File: src/ldc_pkg.sv
// Constants, tables and carrier types for the LED configuration bank.
package ldc_pkg;

	// Register file geometry.
	localparam int NREG  = 12;
	localparam int IDX_W = 4;

	// Register indices within the bank.
	localparam logic [3:0] IDX_SLOPE2  = 4'h0;
	localparam logic [3:0] IDX_SLOPE3  = 4'h1;
	localparam logic [3:0] IDX_SLOPE4  = 4'h2;
	localparam logic [3:0] IDX_FOLD    = 4'h3;
	localparam logic [3:0] IDX_DIMCTL  = 4'h4;
	localparam logic [3:0] IDX_DUTY    = 4'h5;
	localparam logic [3:0] IDX_GATE    = 4'h6;
	localparam logic [3:0] IDX_OVHB    = 4'h7;
	localparam logic [3:0] IDX_OVLB    = 4'h8;
	localparam logic [3:0] IDX_UVHB    = 4'h9;
	localparam logic [3:0] IDX_UVLB    = 4'ha;
	localparam logic [3:0] IDX_FMASK   = 4'hb;

	// Indirect and direct address pair of each register.
	localparam logic [15:0] ADDR_TAB [NREG] = '{
		16'h1b06, 16'h1b05, 16'h1c07, 16'h1c06, 16'h1c05, 16'h1d07,
		16'h1d06, 16'h1d05, 16'h1e07, 16'h1e06, 16'h1e05, 16'h1f07};

	// Reset values, reserved bits held at zero.
	localparam logic [7:0] RST_TAB [NREG] = '{
		8'h05, 8'h02, 8'h01, 8'h23, 8'h00, 8'h00,
		8'h00, 8'h1f, 8'h1f, 8'h00, 8'h00, 8'h3f};

	// Writable bits of each register; the rest are reserved.
	localparam logic [7:0] WMASK [NREG] = '{
		8'h1f, 8'h1f, 8'h1f, 8'h3f, 8'he3, 8'hff,
		8'h0f, 8'h3f, 8'h1f, 8'h1f, 8'h1f, 8'h3f};

	// Field positions.
	localparam int SLOPE_LSB = 0;
	localparam int GAIN_LSB  = 3;
	localparam int THR_LSB   = 0;
	localparam int DIMEN_BIT = 7;
	localparam int FREQ_LSB  = 5;
	localparam int DRV_LSB   = 0;
	localparam int DEAD_LSB  = 2;
	localparam int POL_BIT   = 1;
	localparam int FORCE_BIT = 0;
	localparam int OVB_BIT   = 5;
	localparam int LVL_LSB   = 0;
	localparam int ROUTE_LSB = 0;

	// Dimming generator timing.
	localparam int CLK_HZ     = 25_000_000;
	localparam int DUTY_STEPS = 200;
	localparam int FREQ_HZ [4] = '{200, 250, 300, 350};
	localparam int STEP_CYC [4] = '{
		CLK_HZ / (FREQ_HZ[0] * DUTY_STEPS),
		CLK_HZ / (FREQ_HZ[1] * DUTY_STEPS),
		CLK_HZ / (FREQ_HZ[2] * DUTY_STEPS),
		CLK_HZ / (FREQ_HZ[3] * DUTY_STEPS)};

	// Voltages in tenths of a volt.
	localparam int OVHB_BASE = 204;
	localparam int OVLB_BASE = 104;
	localparam int UVHB_BASE = 104;
	localparam int UVLB_BASE = 24;
	localparam int LVL_STEP  = 16;
	localparam int FOLD_BASE = 75;
	localparam int FOLD_STEP = 5;

	// Gain in hundredths, drive in tenths of mA, dead time in ns.
	localparam logic [6:0] GAIN_TAB [8] = '{7'h64, 7'h50, 7'h46, 7'h3c,
		7'h32, 7'h28, 7'h1e, 7'h14};
	localparam logic [7:0] DRV_TAB [4] = '{8'hfa, 8'h14, 8'h05, 8'h0a};
	localparam logic [5:0] DEAD_TAB [4] = '{6'h00, 6'h0a, 6'h14, 6'h28};

	// Decoded configuration handed to the analog side.
	typedef struct packed {
		logic [4:0] slope2;
		logic [4:0] slope3;
		logic [4:0] slope4;
		logic [6:0] deratingGain;
		logic [6:0] foldbackStart;
		logic [7:0] driveCurrent;
		logic [5:0] deadTimeNs;
		logic [9:0] ovHigh;
		logic [9:0] ovLow;
		logic [9:0] uvHigh;
		logic [9:0] uvLow;
	} ldc_cfg_s;

	// Address decode: hit flag above the register index.
	function automatic logic [IDX_W:0] ldc_decode(
		input logic [7:0] ind,
		input logic [7:0] dir);
		logic [IDX_W:0] res;
		res = '0;
		for (int i = 0; i < NREG; i++) begin
			if (ADDR_TAB[i] == {ind, dir}) begin
				res = {1'b1, IDX_W'(i)};
			end
		end
		return res;
	endfunction

endpackage

File: src/ldc_config_bank.sv
// Upper configuration bank: registers, dimming generator and gate control.
// Notes on behaviour
// - Bin two to four slope factors, defaults 5,2,1.
// - Derating gain code maps off to 0.2.
// - Foldback start 7.5 V plus 0.5 V/code.
// - Dimming enable runs internal dimming; clear hands the switch to the dimming pin.
// - Dimming frequency codes pick 200 to 350 Hz.
// - Duty in 0.5 percent steps, 200 full.
// - Gate drive code picks 25, 2, 0.5, 1 mA.
// - Extra dead time 0, 10, 20, 40 ns.
// - Polarity bit sets high-beam gate, pin low.
// - Force bit holds high-beam gate on.
// - Overvoltage: regulate, or open dimming switch.
// - High-beam overvoltage 20.4 V plus 1.6 V/code.
// - Low-beam overvoltage 10.4 V plus 1.6 V/code.
// - High-beam undervoltage 10.4 V plus 1.6 V/code.
// - Low-beam undervoltage 2.4 V plus 1.6 V/code.
// - Six mask bits route faults to flag two.
// - Dimming pin high without internal dimming: full on.
module ldc_config_bank
	import ldc_pkg::*;
(
	input  wire logic        mclk,
	input  wire logic        rst,
	input  wire logic        regWrite,
	input  wire logic        regRead,
	input  wire logic [7:0]  regIndirect,
	input  wire logic [7:0]  regDirect,
	input  wire logic [7:0]  regWrData,
	output logic      [7:0]  regRdData,
	output logic             regRdValid,
	input  wire logic        dimmingInputPin,
	input  wire logic        beamSelectPin,
	input  wire logic [5:0]  faultVector,
	output ldc_cfg_s         cfg,
	output logic             highBeamGate,
	output logic             dimmingSwitchGate,
	output logic             overvoltageRegulate,
	output logic             faultFlagTwo_n
);

	logic [NREG-1:0][7:0] words;
	logic [IDX_W:0]       accDec;
	logic                 rdValid_reg;
	ldc_cfg_s             cfg_reg;
	ldc_cfg_s             cfg_next;
	logic [9:0]           presc_reg;
	logic [9:0]           presc_next;
	logic [7:0]           step_reg;
	logic [7:0]           step_next;
	logic                 hbGate_reg;
	logic                 hbGate_next;
	logic                 dimGate_reg;
	logic                 dimGate_next;
	logic                 ovReg_reg;
	logic                 ovReg_next;
	logic                 ff2_reg;
	logic                 ff2_next;

	// Field views of the stored words.
	logic [1:0] freqSel;
	logic [7:0] dutyCode;
	logic [5:0] routeMask;
	logic       dimEnable;
	logic       beamPolarity;
	logic       beamForce;
	logic       ovResponse;
	logic       stepTick;
	logic       dimOn;
	logic       ovCut;
	logic       outOvFault;
	logic [9:0] stepLast;

	// One decode serves both the write strobe and the read strobe.
	assign accDec = ldc_decode(regIndirect, regDirect);

	ldc_reg_mem u_mem (
		.mclk   (mclk),
		.rst    (rst),
		.wrEn   (regWrite && accDec[IDX_W]),
		.wrIdx  (accDec[IDX_W-1:0]),
		.wrData (regWrData),
		.rdEn   (regRead),
		.rdHit  (accDec[IDX_W]),
		.rdIdx  (accDec[IDX_W-1:0]),
		.rdData (regRdData),
		.words  (words)
	);

	// Read data is valid one cycle after the read strobe.
	always_ff @(posedge mclk) begin
		if (rst) begin
			rdValid_reg <= 1'b0;
		end else begin
			rdValid_reg <= regRead;
		end
	end

	assign regRdValid = rdValid_reg;

	// Control fields steering the gate logic.
	assign freqSel      = words[IDX_DIMCTL][FREQ_LSB +: 2];
	assign dimEnable    = words[IDX_DIMCTL][DIMEN_BIT];
	assign dutyCode     = words[IDX_DUTY];
	assign beamPolarity = words[IDX_GATE][POL_BIT];
	assign beamForce    = words[IDX_GATE][FORCE_BIT];
	assign ovResponse   = words[IDX_OVHB][OVB_BIT];
	assign routeMask    = words[IDX_FMASK][ROUTE_LSB +: 6];
	assign outOvFault   = faultVector[4];

	assign cfg_next.slope2 = words[IDX_SLOPE2][SLOPE_LSB +: 5];
	assign cfg_next.slope3 = words[IDX_SLOPE3][SLOPE_LSB +: 5];
	assign cfg_next.slope4 = words[IDX_SLOPE4][SLOPE_LSB +: 5];
	assign cfg_next.deratingGain =
		GAIN_TAB[words[IDX_FOLD][GAIN_LSB +: 3]];
	assign cfg_next.foldbackStart = 7'(FOLD_BASE
		+ FOLD_STEP * int'(words[IDX_FOLD][THR_LSB +: 3]));
	assign cfg_next.driveCurrent =
		DRV_TAB[words[IDX_DIMCTL][DRV_LSB +: 2]];
	assign cfg_next.deadTimeNs =
		DEAD_TAB[words[IDX_GATE][DEAD_LSB +: 2]];
	assign cfg_next.ovHigh = 10'(OVHB_BASE
		+ LVL_STEP * int'(words[IDX_OVHB][LVL_LSB +: 5]));
	assign cfg_next.ovLow = 10'(OVLB_BASE
		+ LVL_STEP * int'(words[IDX_OVLB][LVL_LSB +: 5]));
	assign cfg_next.uvHigh = 10'(UVHB_BASE
		+ LVL_STEP * int'(words[IDX_UVHB][LVL_LSB +: 5]));
	assign cfg_next.uvLow = 10'(UVLB_BASE
		+ LVL_STEP * int'(words[IDX_UVLB][LVL_LSB +: 5]));

	// Decoded fields are registered so the outputs never glitch.
	always_ff @(posedge mclk) begin
		if (rst) begin
			cfg_reg <= '0;
		end else begin
			cfg_reg <= cfg_next;
		end
	end

	assign cfg = cfg_reg;

	// step length from the frequency code.
	assign stepLast = 10'(STEP_CYC[freqSel] - 1);
	assign stepTick = (presc_reg >= stepLast);

	// The prescaler and step counter idle at zero while disabled.
	assign presc_next = !dimEnable ? 10'h000 :
		stepTick ? 10'h000 : presc_reg + 10'h001;
	assign step_next = !dimEnable ? 8'h00 :
		!stepTick ? step_reg :
		(step_reg >= 8'(DUTY_STEPS - 1)) ? 8'h00 :
		step_reg + 8'h01;

	// Step counter of the internal dimming generator.
	always_ff @(posedge mclk) begin
		if (rst) begin
			presc_reg <= 10'h000;
			step_reg  <= 8'h00;
		end else begin
			presc_reg <= presc_next;
			step_reg  <= step_next;
		end
	end

	// on while the step lies below the duty code.
	// codes of 200 and above stay on.
	assign dimOn = (dutyCode >= 8'(DUTY_STEPS)) || (step_reg < dutyCode);

	// selected response to an output overvoltage.
	assign ovCut      = outOvFault && ovResponse;
	assign ovReg_next = outOvFault && !ovResponse;

	// internal dimming wins over the pin when enabled.
	// pin high alone gives full brightness.
	assign dimGate_next = ovCut ? 1'b0 :
		dimEnable ? dimOn : dimmingInputPin;

	// force bit first, then the pin.
	assign hbGate_next = beamForce || (beamSelectPin ? 1'b1 : beamPolarity);

	// any routed fault pulls flag two low.
	assign ff2_next = ~|(faultVector & routeMask);

	// Gate and flag outputs.
	always_ff @(posedge mclk) begin
		if (rst) begin
			hbGate_reg  <= 1'b0;
			dimGate_reg <= 1'b0;
			ovReg_reg   <= 1'b0;
			ff2_reg     <= 1'b1;
		end else begin
			hbGate_reg  <= hbGate_next;
			dimGate_reg <= dimGate_next;
			ovReg_reg   <= ovReg_next;
			ff2_reg     <= ff2_next;
		end
	end

	assign highBeamGate        = hbGate_reg;
	assign dimmingSwitchGate   = dimGate_reg;
	assign overvoltageRegulate = ovReg_reg;
	assign faultFlagTwo_n      = ff2_reg;
endmodule

File: src/ldc_reg_mem.sv
// Register storage with masked writes and a registered read port.
module ldc_reg_mem
	import ldc_pkg::*;
(
	input  wire logic                  mclk,
	input  wire logic                  rst,
	input  wire logic                  wrEn,
	input  wire logic [IDX_W-1:0]      wrIdx,
	input  wire logic [7:0]            wrData,
	input  wire logic                  rdEn,
	input  wire logic                  rdHit,
	input  wire logic [IDX_W-1:0]      rdIdx,
	output logic      [7:0]            rdData,
	output logic      [NREG-1:0][7:0]  words
);

	logic [7:0] rdData_reg;

	// Each word resets to its default and drops reserved bits on write.
	// reserved bits dropped.
	for (genvar i = 0; i < NREG; i++) begin : g_word
		always_ff @(posedge mclk) begin
			if (rst) begin
				words[i] <= RST_TAB[i];
			end else if (wrEn && wrIdx == IDX_W'(i)) begin
				words[i] <= wrData & WMASK[i];
			end
		end
	end

	// Read data is captured; unmapped addresses read as zero.
	always_ff @(posedge mclk) begin
		if (rst) begin
			rdData_reg <= 8'h00;
		end else if (rdEn) begin
			rdData_reg <= rdHit ? words[rdIdx] : 8'h00;
		end
	end

	assign rdData = rdData_reg;

endmodule

File: config.mk
export PLATFORM = sky130hd
export DESIGN_NAME = ldc_config_bank
export DESIGN_NICKNAME = d
export VERILOG_FILES = /design/src/ldc_pkg.sv /design/src/ldc_config_bank.sv /design/src/ldc_reg_mem.sv
export SDC_FILE = /design/constraint.sdc
export NUM_CORES = 1
export LEC_CHECK = 0
export BUFFER_PORTS_ARGS = -buffer_cell sky130_fd_sc_hd__buf_2
export CORE_MARGIN = 5
export CORE_UTILIZATION = 45
export DETAILED_ROUTE_END_ITERATION = 16
export HOLD_SLACK_MARGIN = 0.06
export MAX_ROUTING_LAYER = met4
export PLACE_DENSITY = 0.79
export SYNTH_ARGS = -nofsm -noshare
export SYNTH_HDL_FRONTEND = slang
export SYNTH_SLANG_ARGS = --single-unit
File: constraint.sdc
create_clock -name mclk -period 5.7 [get_ports mclk]
set_input_delay 0.57 -clock mclk [delete_from_list [all_inputs] [get_ports mclk]]
set_output_delay 0.57 -clock mclk [all_outputs]
set_load 0.01 [all_outputs]
==> summary.md, run 1 <==
| Metric | Value |
|---|---|
| Max transition margin | `0.3155` |
| Overall die width | `between 100 and 150 um` |
| # Max-Cap Violations | `0` |
| Final Non-Filler Cells | `1,111` |
| Area of the core | `approximately 16,000 um^2` |
| Startpoint of the tightest hold check path | `beamSelectPin` |
| Total global routing track utilization | `0.2037` |
| DR vias | `around 5,900` |
| Element type at the critical path end | `register` |
| Dpl ws | `~2400 ps` |
| Area added between synthesis and finish | `15.87%` |
| Mean instance size in the synthesized netlist | `between 9 and 10 um^2` |
| Number of antenna violations at the first check in global routing | `0` |
| Dominant combinational cell family by area after synthesis | `simple AND/OR/NAND/NOR gates` |
| Root Buffer | `clkbuf_16` |
| Number of cell rows | `46` |
| Fraction of registers with async set or reset after synthesis | `0` |
| Share of synthesized cell area in and, or, nand and nor gates | `0.2061` |
| Final setup violation count | `0` |
| Max FO, Critical Path | `14` |
| Proportion of synthesized area in mux cells | `0.07992` |
| Worst-path clk slew | `approximately 60 ps` |
| Capture instance of the worst register-to-register path | `step_reg[2]$_SDFFE_PP0P_` |
| Worst Hold Class | `input port to register` |
| Aggregate routed wire length | `~19 mm` |
| Cell chain of the critical path | `buf_2 > or4_4 > nor3_4 > o21ai_2 > nand2b_2 > nor2_8 > mux2i_1 > nor2_1` |
| Time the worst path needs with I/O delays and setup | `between 2000 and 3000 ps` |
| Number of nets in the layout | `962` |
| Number of antenna cells inserted | `0` |
| Cell with the largest stage delay on the worst path | `nor3_4` |
| Worst Reg-to-Reg Cells | `11` |
| Area of the mapped netlist | `7390 um^2` |
| Largest register FFs | `65` |
| Final TNS setup | `0 ps` |
| Die Footprint | `roughly 19,000 um^2` |
| Run status | `finished, final reports clean` |
| TritonCTS clock tree | `built` |
| Final max-slew violation count | `0` |
| Insertion delay of the later-clocked pin in the worst-skew pair | `roughly 420 ps` |
| Number of I/O port buffers | `118` |
| Class of the most critical setup path | `input port to register` |
| Residual DRC | `0` |
| Final GP Congestion | `0.9713` |
| Pwr per Cell Area | `between 200 and 300 nW/um^2` |
| Number of unique standard cell types used by synthesis | `81` |
| Number of buffers inserted to repair setup after CTS | `0` |
| Crit path buffers/inverters | `1` |
| Terminating pin of the worst hold path | `highBeamGate$_SDFF_PP0_` |
| Number of top-level pins | `approximately 130` |
| Antenna-violating nets left | `0` |
| Placed Instance Area | `between 8000 and 9000 um^2` |
| Post-CTS Resized | `0` |
| Number of synthesized flops with an enable pin | `0` |
| Worst R2R Setup Slack | `roughly 2900 ps` |
| Post-synthesis sequential area ratio | `0.4280` |
| Maximum level of the CTS H-tree | `4` |
| Commonest register cell after synthesis | `dfxtp_1` |
| Via count of the first global-routing pass | `5,608` |
| Via count normalized by instance count | `roughly 5.3` |
| Finished Cell Area | `approximately 8600 um^2` |
| Category of cells accounting for the largest share of critical-path delay | `simple AND/OR/NAND/NOR gates` |
| Largest voltage drop on the vdd net | `just over 0.0002 V` |
| Global-route wire length before repair | `around 30 mm` |
| Number of buffers created by CTS | `17` |
| Largest net degree at the start of global routing | `a little under 60` |
| Required @ worst endpoint | `5980 ps` |
| Warnings, synthesis | `0` |
| RSZ-0062 raised after global routing | `false` |
| Total of flip-flops plus latches after synthesis | `158` |
| Clk_skew | `8.604 ps` |
| Per-cell routed wire length | `17.10 um` |
| Startpoint of the most critical register-to-register path | `u_mem.words[37]$_SDFFE_PP0P_` |
| Total area of multi-input combinational cells | `about 3800 um^2` |
| Fmax | `346.8 MHz` |
| Cells after synthesis | `790` |
| Crit share post-route | `0.5059` |
| Number of search-and-repair iterations in the first detailed-routing pass | `6` |
| Post-route worst setup slack | `about 2800 ps` |
| Proportion of layout cells with a drive suffix above 1 | `0.2000` |
| Initial DRC count | `between 400 and 500` |
| Fill cell count | `1,486` |
| Starting density of the core | `0.4618` |
| Number of instances in the placed design | `between 1,000 and 1,500` |
| Cts-stage hold buffer count | `0` |
| Number of endpoints with negative hold slack in the final report | `0` |
| Detail Placement HPWL | `14.09 mm` |
| Minimum hold slack | `just under 400 ps` |
| Number of cells traversed by the worst hold path | `3` |
| Fraction of the mapped netlist area in adder cells | `0.07078` |
| Synthesized-area fraction occupied by ao, oa, aoi and oai cells | `0.1292` |
| CP Data Arrival Time | `roughly 3200 ps` |
| Delay contributed by the slowest stage of the critical path | `around 570 ps` |
| Sequential Area | `about 3200 um^2` |
| Static power due to leakage | `3.676 nW` |
| Post-Synth XOR/XNOR Area | `0.02845` |
| Transition time of the tightest slew-check pin | `around 1000 ps` |
| Clk sink count | `158` |
| Max clock buf depth | `2` |
| Worst Setup Start Kind | `input port` |
| Remaining global-route overflow | `0` |
| DIE HEIGHT | `between 100 and 150 um` |
cell families (layout without fill, tap and decap cells):
group,count (synthesis),in the layout
AO/OA/AOI/OAI,140,140
XOR/XNOR,24,24
adder cells (fa/ha/maj),42,42
buffers and inverters,86,179
flip-flops,158,158
multiplexers,59,59
other,1,13
AND/OR/NAND/NOR,280,280
stage by stage:
stage,power [mW],utilization
after floorplan,1.222,-
after global placement,1.258,0.5002
after detailed placement,1.260,0.5002
after CTS,2.344,0.5351
after global routing,2.402,0.5351
final,2.328,0.5351
layout make-up:
class,count,share of cell area
flip-flops and latches,158,0.3694
well taps,216,0.03157
clock buffers,20,0.05217
clock inverters,9,0.01301
repair buffers,120,0.07102
inverters,30,0.01315
multi-input cells,558,0.4497
placed cells by master (no fill, tap or decap), types with 4 or more instances in the layout:
master,synthesis,final
dfxtp_1,158,158
buf_2,7,117
nor2_1,90,90
nand2_1,64,64
mux2i_1,59,59
ha_1,41,41
nor2b_1,32,32
a21oi_1,30,30
inv_1,28,28
o21ai_0,26,26
clkbuf_16,0,17
xor2_1,16,16
nand3_1,15,15
conb_1,1,13
nand2b_1,12,12
nor3_1,11,11
and3_1,10,10
xnor2_1,8,8
a21o_1,8,8
o211ai_1,8,8
o21ai_1,8,8
o22ai_1,6,6
nor2_4,4,4
o2bb2ai_1,4,4
nor2_8,4,4
layer usage:
| metal | global-route usage | part of all wire |
|---|---|---|
| met5 | - | 0 |
| met1 | 0.2704 | 0.45 |
| met3 | 0.05414 | 0.081 |
| met4 | 0.05564 | 0.019 |
| met2 | 0.3083 | 0.45 |
synthesized netlist by cell type (4+ instances only):
cell	instances	area, um^2
nand2b_1	12	75.07
o22ai_1	6	37.54
nor3_1	11	55.05
clkbuf_1	24	90.09
o211ai_1	8	60.06
nor2_1	90	337.8
o21ai_0	26	130.1
nor2_8	4	80.08
ha_1	41	513.0
nand2_1	64	240.2
nor2_4	4	45.04
nor2b_1	32	200.2
buf_2	7	35.03
inv_1	28	105.1
xor2_1	16	140.1
xnor2_1	8	70.07
dfxtp_1	158	3163
a21oi_1	30	150.1
o21ai_1	8	40.04
mux2i_1	59	590.6
a21o_1	8	60.06
o2bb2ai_1	4	35.03
nand3_1	15	75.07
and3_1	10	62.56
buf_4	22	165.2
worst reg2reg max path, stage by stage (launching register included):
cell and delay, ps:
dfxtp_1 440, inv_1 100, ha_1 360, ha_1 300
nand2b_1 100, a21o_1 120, a21o_1 110, a21oi_1 70
o211ai_1 600, buf_4 280, o21ai_0 90, o2bb2ai_1 160
worst max-delay path by stage:
stage / end / cells after the start / start
floorplan: u_mem.rdData[3]$_SDFFE_PP0P_ / 7 / regDirect[5]
global placement: u_mem.words[47]$_SDFFE_PP0P_ / 8 / regDirect[5]
detailed placement: u_mem.words[40]$_SDFFE_PP0P_ / 8 / regDirect[5]
CTS: step_reg[2]$_SDFFE_PP0P_ / 11 / u_mem.words[37]$_SDFFE_PP0P_
global route: step_reg[2]$_SDFFE_PP0P_ / 11 / u_mem.words[37]$_SDFFE_PP0P_
finish: u_mem.words[40]$_SDFFE_PP0P_ / 8 / regDirect[5]
power by group:
group	switching [mW]	internal (mW)	total, mW	leakage, nW
logic	0.0813	0.0363	0.118	2.12
clock network	0.442	0.650	1.09	0.269
registers	0.00275	1.12	1.12	1.28
total	0.526	1.80	2.33	3.68
Note: power is estimated with default switching activity, not from simulation.
==> run 2, diff against run 1 <==
Clock period 5.7 ns to 2.68 ns, I/O delays scaled along.
==> run 2 against run 1 <==
Die area unchanged. Utilization increased by 1.1 points. Global-route usage decreased by 0.59 points. Flip-flop and latch count unchanged. Critical path depth increased by 2. Sequential power increased by 110%. Register-to-register slack got worse by 2600 ps. Clock power increased by 130%. Worst hold slack got worse by 300 ps. Clock skew about the same.
==> summary.md, run 2 (same netlist as run 1, synthesis figures left out) <==
| Metric | Value |
|---|---|
| Run status | `finished, final reports clean` |
| Transition time of the tightest slew-check pin | `821.5 ps` |
| Detail Placement HPWL | `approximately 14 mm` |
| Initial DRC count | `approximately 540` |
| Overall die width | `between 100 and 150 um` |
| Class of the most critical setup path | `register to register` |
| Worst Reg-to-Reg Cells | `10` |
| DR vias | `between 6,000 and 7,000` |
| Number of top-level pins | `between 100 and 150` |
| Cell with the largest stage delay on the worst path | `dfxtp_1` |
| Max clock buf depth | `2` |
| Per-cell routed wire length | `around 17 um` |
| Most frequent cells in the layout | `dfxtp_1, buf_2, nor2_1` |
| Crit share post-route | `0.9210` |
| Starting density of the core | `0.4618` |
| Capture instance of the worst register-to-register path | `step_reg[5]$_SDFFE_PP0P_` |
| Number of endpoints with negative hold slack in the final report | `0` |
| Most frequent standard cell in the layout excluding fill and tap cells | `dfxtp_1` |
| Antenna-violating nets left | `0` |
| Total global routing track utilization | `0.1978` |
| Area of the core | `roughly 16,000 um^2` |
| Residual DRC | `0` |
| Cts-stage hold buffer count | `0` |
| Via count normalized by instance count | `~5.3` |
| Max FO, Critical Path | `6` |
| Static power due to leakage | `approximately 3.8 nW` |
| Global-route wire length before repair | `around 30 mm` |
| Terminating pin of the worst hold path | `highBeamGate$_SDFF_PP0_` |
| Cell chain of the critical path | `inv_1 > ha_1 > ha_1 > nand2b_1 > a21o_1 > a21o_1 > a21oi_1 > o21ai_0 > a32o_1 > nor2_1` |
| Root Buffer | `clkbuf_16` |
| TritonCTS clock tree | `built` |
| Pwr per Cell Area | `around 590 nW/um^2` |
| Worst Setup Start Kind | `register` |
| Worst Hold Class | `input port to register` |
| Final GP Congestion | `between 0.9 and 1` |
| Largest register FFs | `between 60 and 70` |
| Element type at the critical path end | `register` |
| Number of I/O port buffers | `118` |
| Clk_skew | `between 8 and 9 ps` |
| CP Data Arrival Time | `around 2800 ps` |
| Largest voltage drop on the vdd net | `between 0.0004 and 0.0005 V` |
| Fmax | `405.2 MHz` |
| Crit path buffers/inverters | `1` |
| Category of cells accounting for the largest share of critical-path delay | `compound AO/OA/AOI/OAI gates` |
| Area added between synthesis and finish | `18.17%` |
| Number of cells traversed by the worst hold path | `3` |
| # Max-Cap Violations | `0` |
| Number of buffers inserted to repair setup after CTS | `0` |
| Fill cell count | `around 1,400` |
| Number of antenna cells inserted | `0` |
| Required @ worst endpoint | `approximately 3000 ps` |
| Max transition margin | `0.4523` |
| Die Footprint | `between 15,000 and 20,000 um^2` |
| Worst R2R Setup Slack | `roughly 210 ps` |
| Final max-slew violation count | `0` |
| Final TNS setup | `0 ps` |
| Number of buffers created by CTS | `17` |
| Worst-path clk slew | `approximately 60 ps` |
| Clk sink count | `158` |
| Post-CTS Resized | `0` |
| Number of cell rows | `46` |
| Number of search-and-repair iterations in the first detailed-routing pass | `7` |
| RSZ-0062 raised after global routing | `false` |
| Number of antenna violations at the first check in global routing | `0` |
| Via count of the first global-routing pass | `approximately 5,500` |
| Startpoint of the tightest hold check path | `beamSelectPin` |
| Aggregate routed wire length | `18.78 mm` |
| Dpl ws | `around 160 ps` |
| Final setup violation count | `0` |
| DIE HEIGHT | `roughly 140 um` |
| Delay contributed by the slowest stage of the critical path | `just under 400 ps` |
| Remaining global-route overflow | `0` |
| Largest net degree at the start of global routing | `88` |
| Post-route worst setup slack | `between 200 and 250 ps` |
| Time the worst path needs with I/O delays and setup | `2468 ps` |
| Proportion of layout cells with a drive suffix above 1 | `0.2180` |
| Maximum level of the CTS H-tree | `4` |
| Number of nets in the layout | `977` |
| Startpoint of the most critical register-to-register path | `u_mem.words[38]$_SDFFE_PP0P_` |
| Insertion delay of the later-clocked pin in the worst-skew pair | `430 ps` |
[run 2: per-stage QoR]
step | util | area [um^2] | std cells | hold slack, ps | total power [mW]
floorplan | - | 7435 | 802 | 387.5 | 2.600
global placement | 0.5073 | 8117 | 1097 | 440.0 | 2.684
detailed placement | 0.5073 | 8117 | 1097 | 447.0 | 2.687
CTS | 0.5457 | 8732 | 1129 | 77.72 | 5.147
global route | 0.5457 | 8732 | 1129 | 97.30 | 5.262
finish | 0.5457 | 8732 | 1129 | 100.4 | 5.117
[run 2: worst max-delay path by stage]
stage | startpoint | endpoint | slack, ps | cells after the start
floorplan | u_mem.words[37]$_SDFFE_PP0P_ | step_reg[5]$_SDFFE_PP0P_ | 400 | 10
global placement | regDirect[5] | u_mem.rdData[1]$_SDFFE_PP0P_ | 140 | 8
detailed placement | regDirect[5] | u_mem.rdData[3]$_SDFFE_PP0P_ | 160 | 8
CTS | u_mem.words[38]$_SDFFE_PP0P_ | step_reg[4]$_SDFFE_PP0P_ | 190 | 10
global route | u_mem.words[38]$_SDFFE_PP0P_ | step_reg[4]$_SDFFE_PP0P_ | 8 | 10
finish | u_mem.words[38]$_SDFFE_PP0P_ | step_reg[5]$_SDFFE_PP0P_ | 210 | 10
[run 2: worst register-to-register path, cell delays in order, from the launching register on]
cell and delay, ps:
dfxtp_1 390, inv_1 60, ha_1 320, ha_1 270, nand2b_1 140, a21o_1 170
a21o_1 170, a21oi_1 180, o21ai_0 270, a32o_1 330, nor2_1 100
[run 2: metal layers]
metal,global-route usage,vias to the layer above,wire length (um)
met5,-,-,0
met4,0.05720,0,260
met3,0.04690,23,1578
met2,0.2957,272,8363
met1,0.2679,2770,8581
li1,-,2954,-
[run 2: layout make-up]
class	instances	area (um^2)	share of cell area
multi-input cells	558	3850	0.4409
flip-flops and latches	158	3163	0.3622
repair buffers	135	720.7	0.08253
clock buffers	20	466.7	0.05345
well taps	216	270.3	0.03095
clock inverters	12	148.9	0.01705
inverters	30	112.6	0.01290
[run 2: power breakdown]
group	switching (mW)	leakage, nW	internal (mW)
registers	0.00567	1.28	2.37
clock network	1.01	0.305	1.47
logic	0.176	2.20	0.0825
==> run 3, diff against run 2 <==
Settings changed: ABC_AREA from default to 1.
==> run 3 against run 2 <==
Worst hold slack worse by 7.6 ps. First-iteration DRC count is 16% lower. Fmax is 1.6% lower. Cell area is 1.4% lower. Clock skew hardly changed. Critical path depth is 3 higher. Sequential power hardly changed. Clock power is 4% higher. Critical endpoint is now step_reg[6]$_SDFFE_PP0P_. Largest cell class unchanged.
==> summary.md, run 3 <==
| Metric | Value |
|---|---|
| Most common cell in the netlist | `nand2_1` |
| Residual DRC | `0` |
| Global-route wire length before repair | `just under 30 mm` |
| Ranking of synthesized cells by area | `dfxtp_1, nand2_1, ha_1` |
| Mean instance size in the synthesized netlist | `just under 8 um^2` |
| Finished Cell Area | `between 8000 and 9000 um^2` |
| Maximum level of the CTS H-tree | `4` |
| Insertion delay of the later-clocked pin in the worst-skew pair | `roughly 430 ps` |
| DIE HEIGHT | `roughly 140 um` |
| Element type at the critical path end | `register` |
| Clk_skew | `8.899 ps` |
| Most frequent standard cell in the layout excluding fill and tap cells | `nand2_1` |
| Number of cell rows | `between 40 and 50` |
| Worst-path clk slew | `~60 ps` |
| Number of endpoints with negative hold slack in the final report | `0` |
| Post-route worst setup slack | `170.7 ps` |
| Remaining global-route overflow | `0` |
| Antenna-violating nets left | `0` |
| Via count of the first global-routing pass | `5,989` |
| Final TNS setup | `0 ps` |
| Final setup violation count | `0` |
| Number of top-level pins | `132` |
| Max transition margin | `0.3258` |
| Time the worst path needs with I/O delays and setup | `~2500 ps` |
| Cts-stage hold buffer count | `0` |
| Clk sink count | `158` |
| Dpl ws | `around 52 ps` |
| Proportion of netlist area held by the largest area contributor | `0.4384` |
| Placed Instance Area | `around 8000 um^2` |
| Fraction of registers with async set or reset after synthesis | `0` |
| Overall die width | `~140 um` |
| Number of cells traversed by the worst hold path | `3` |
| Per-cell routed wire length | `14.14 um` |
| Number of synthesized flops with an enable pin | `0` |
| Net switching share of the total power | `0.2086` |
| Max FO, Critical Path | `6` |
| Total global routing track utilization | `0.2072` |
| Fmax | `roughly 400 MHz` |
| Minimum hold slack | `between 90 and 100 ps` |
| Final GP Congestion | `0.9620` |
| Part of the total power dissipated in sequential elements | `0.462` |
| TritonCTS clock tree | `built` |
| Starting density of the core | `0.4558` |
| Most frequent cells in the layout | `nand2_1, dfxtp_1, buf_2` |
| Worst Hold Class | `input port to register` |
| Area of the core | `between 15,000 and 20,000 um^2` |
| Fill cell count | `1,456` |
| Required @ worst endpoint | `roughly 3000 ps` |
| Number of search-and-repair iterations in the first detailed-routing pass | `5` |
| Area of the mapped netlist | `slightly above 7000 um^2` |
| Top cells by instance count after synthesis | `nand2_1, dfxtp_1, nor2_1, inv_1, a21oi_1` |
| Largest voltage drop on the vdd net | `roughly 0.00044 V` |
| # Max-Cap Violations | `0` |
| Pwr per Cell Area | `between 500 and 600 nW/um^2` |
| Commonest register cell after synthesis | `dfxtp_1` |
| Post-synthesis sequential area ratio | `0.4384` |
| Class of the most critical setup path | `register to register` |
| Number of buffers created by CTS | `17` |
| Static power due to leakage | `just over 4 nW` |
| Largest register FFs | `65` |
| Internal power of the cells | `between 4 and 5 mW` |
| Detail Placement HPWL | `13.01 mm` |
| Proportion of layout cells with a drive suffix above 1 | `0.1896` |
| Total of flip-flops plus latches after synthesis | `158` |
| Combinational share of power | `0.036` |
| Die Footprint | `roughly 19,000 um^2` |
| Initial DRC count | `roughly 460` |
| Warnings, synthesis | `0` |
| CP Data Arrival Time | `~2800 ps` |
| Transition time of the tightest slew-check pin | `1008 ps` |
| Final max-slew violation count | `0` |
| Number of I/O port buffers | `approximately 120` |
| Crit share post-route | `0.9363` |
| DR vias | `between 6,000 and 7,000` |
| Max clock buf depth | `2` |
| Run status | `finished, final reports clean` |
| Aggregate routed wire length | `between 15 and 20 mm` |
| Number of nets in the layout | `around 1,100` |
| Worst Reg-to-Reg Cells | `13` |
| Via count normalized by instance count | `around 5.0` |
| Worst Setup Start Kind | `register` |
| Number of unique standard cell types used by synthesis | `41` |
| Share of power burned in the clock network | `0.502` |
| Area added between synthesis and finish | `19.30%` |
| Total net switching power | `between 1 and 1.5 mW` |
| Number of antenna violations at the first check in global routing | `1` |
| Synth area leader | `dfxtp_1` |
| Root Buffer | `clkbuf_16` |
| Largest net degree at the start of global routing | `52` |
| Cells after synthesis | `~940` |
[run 3: timing repair]
item	in CTS	in global routing
resized for setup	0	6
endpoints found under the setup margin	0	14
setup buffers	0	1
hold endpoints to repair	0	0
[run 3: per-layer routing]
metal  vias to the layer above  wire [um]  share of wire  track usage
li1                       3255          -              -            -
met1                      2882       7949           0.44       0.2582
met2                       251       8228           0.45       0.3171
met3                        37       1472          0.081      0.05735
met4                         0        454          0.025      0.08679
met5                         -          0              0            -
[run 3: path summary, 6_finish.rpt]
path                                      from  slack, ps                           end
hold / removal                    regWrData[5]         90  u_mem.words[29]$_SDFFE_PP1P_
setup / recovery  u_mem.words[38]$_SDFFE_PP0P_        170      step_reg[6]$_SDFFE_PP0P_
setup reg to reg  u_mem.words[38]$_SDFFE_PP0P_        170      step_reg[6]$_SDFFE_PP0P_
hold reg to reg   u_mem.words[73]$_SDFFE_PP0P_        400            cfg[15]$_SDFF_PP0_
[run 3: area by class of cell]
class / instances / area [um^2] / area share
Multi-Input combinational cell: 623 / 3388 / 0.3937
Sequential cell: 158 / 3164 / 0.3676
Timing Repair Buffer: 132 / 708.2 / 0.08228
Inverter: 116 / 437.9 / 0.05088
Clock buffer: 20 / 436.7 / 0.05073
Tap cell: 216 / 270.3 / 0.03140
Clock inverter: 11 / 191.4 / 0.02224
Antenna cell: 4 / 10.01 / 0.001163
[run 3: kinds of logic after synthesis]
family / after synthesis / synth area share
simple gates: 382 / 0.2407
buf+inv: 166 / 0.1004
fa+ha+maj: 41 / 0.07111
other cells: 1 / 0.0005198
xor+xnor: 9 / 0.01093
compound gates: 178 / 0.1379
flops: 158 / 0.4384
[run 3: critical path: stages, from the launching register on]
cell and delay, ps:
dfxtp_1 380, inv_1 80, ha_1 320, xnor2_1 160, ha_1 280, nand2_1 60
nor4_1 260, nand3_1 140, nand3_2 150, inv_1 110, nor3_2 150, nand2_1 90
xor2_1 140, nor2_1 50
[run 3: power groups by stage]
stage / Sequential (mW) / Combinational, mW / Clock, mW
6_report: 2.38 / 0.187 / 2.58
5_1_grt: 2.38 / 0.207 / 2.72
4_1_cts: 2.38 / 0.188 / 2.62
3_5_place_dp: 2.43 / 0.187 / 0
3_3_place_gp: 2.43 / 0.184 / 0
2_1_floorplan: 2.44 / 0.0977 / 0
[run 3: per-stage QoR]
| step | total power, mW | utilization | cells |
|---|---|---|---|
| 2_1_floorplan | 2.542 | - | 947 |
| 3_3_place_gp | 2.615 | 0.5019 | 1244 |
| 3_5_place_dp | 2.617 | 0.5019 | 1244 |
| 4_1_cts | 5.190 | 0.5416 | 1275 |
| 5_1_grt | 5.312 | 0.5438 | 1280 |
| 6_report | 5.150 | 0.5438 | 1280 |
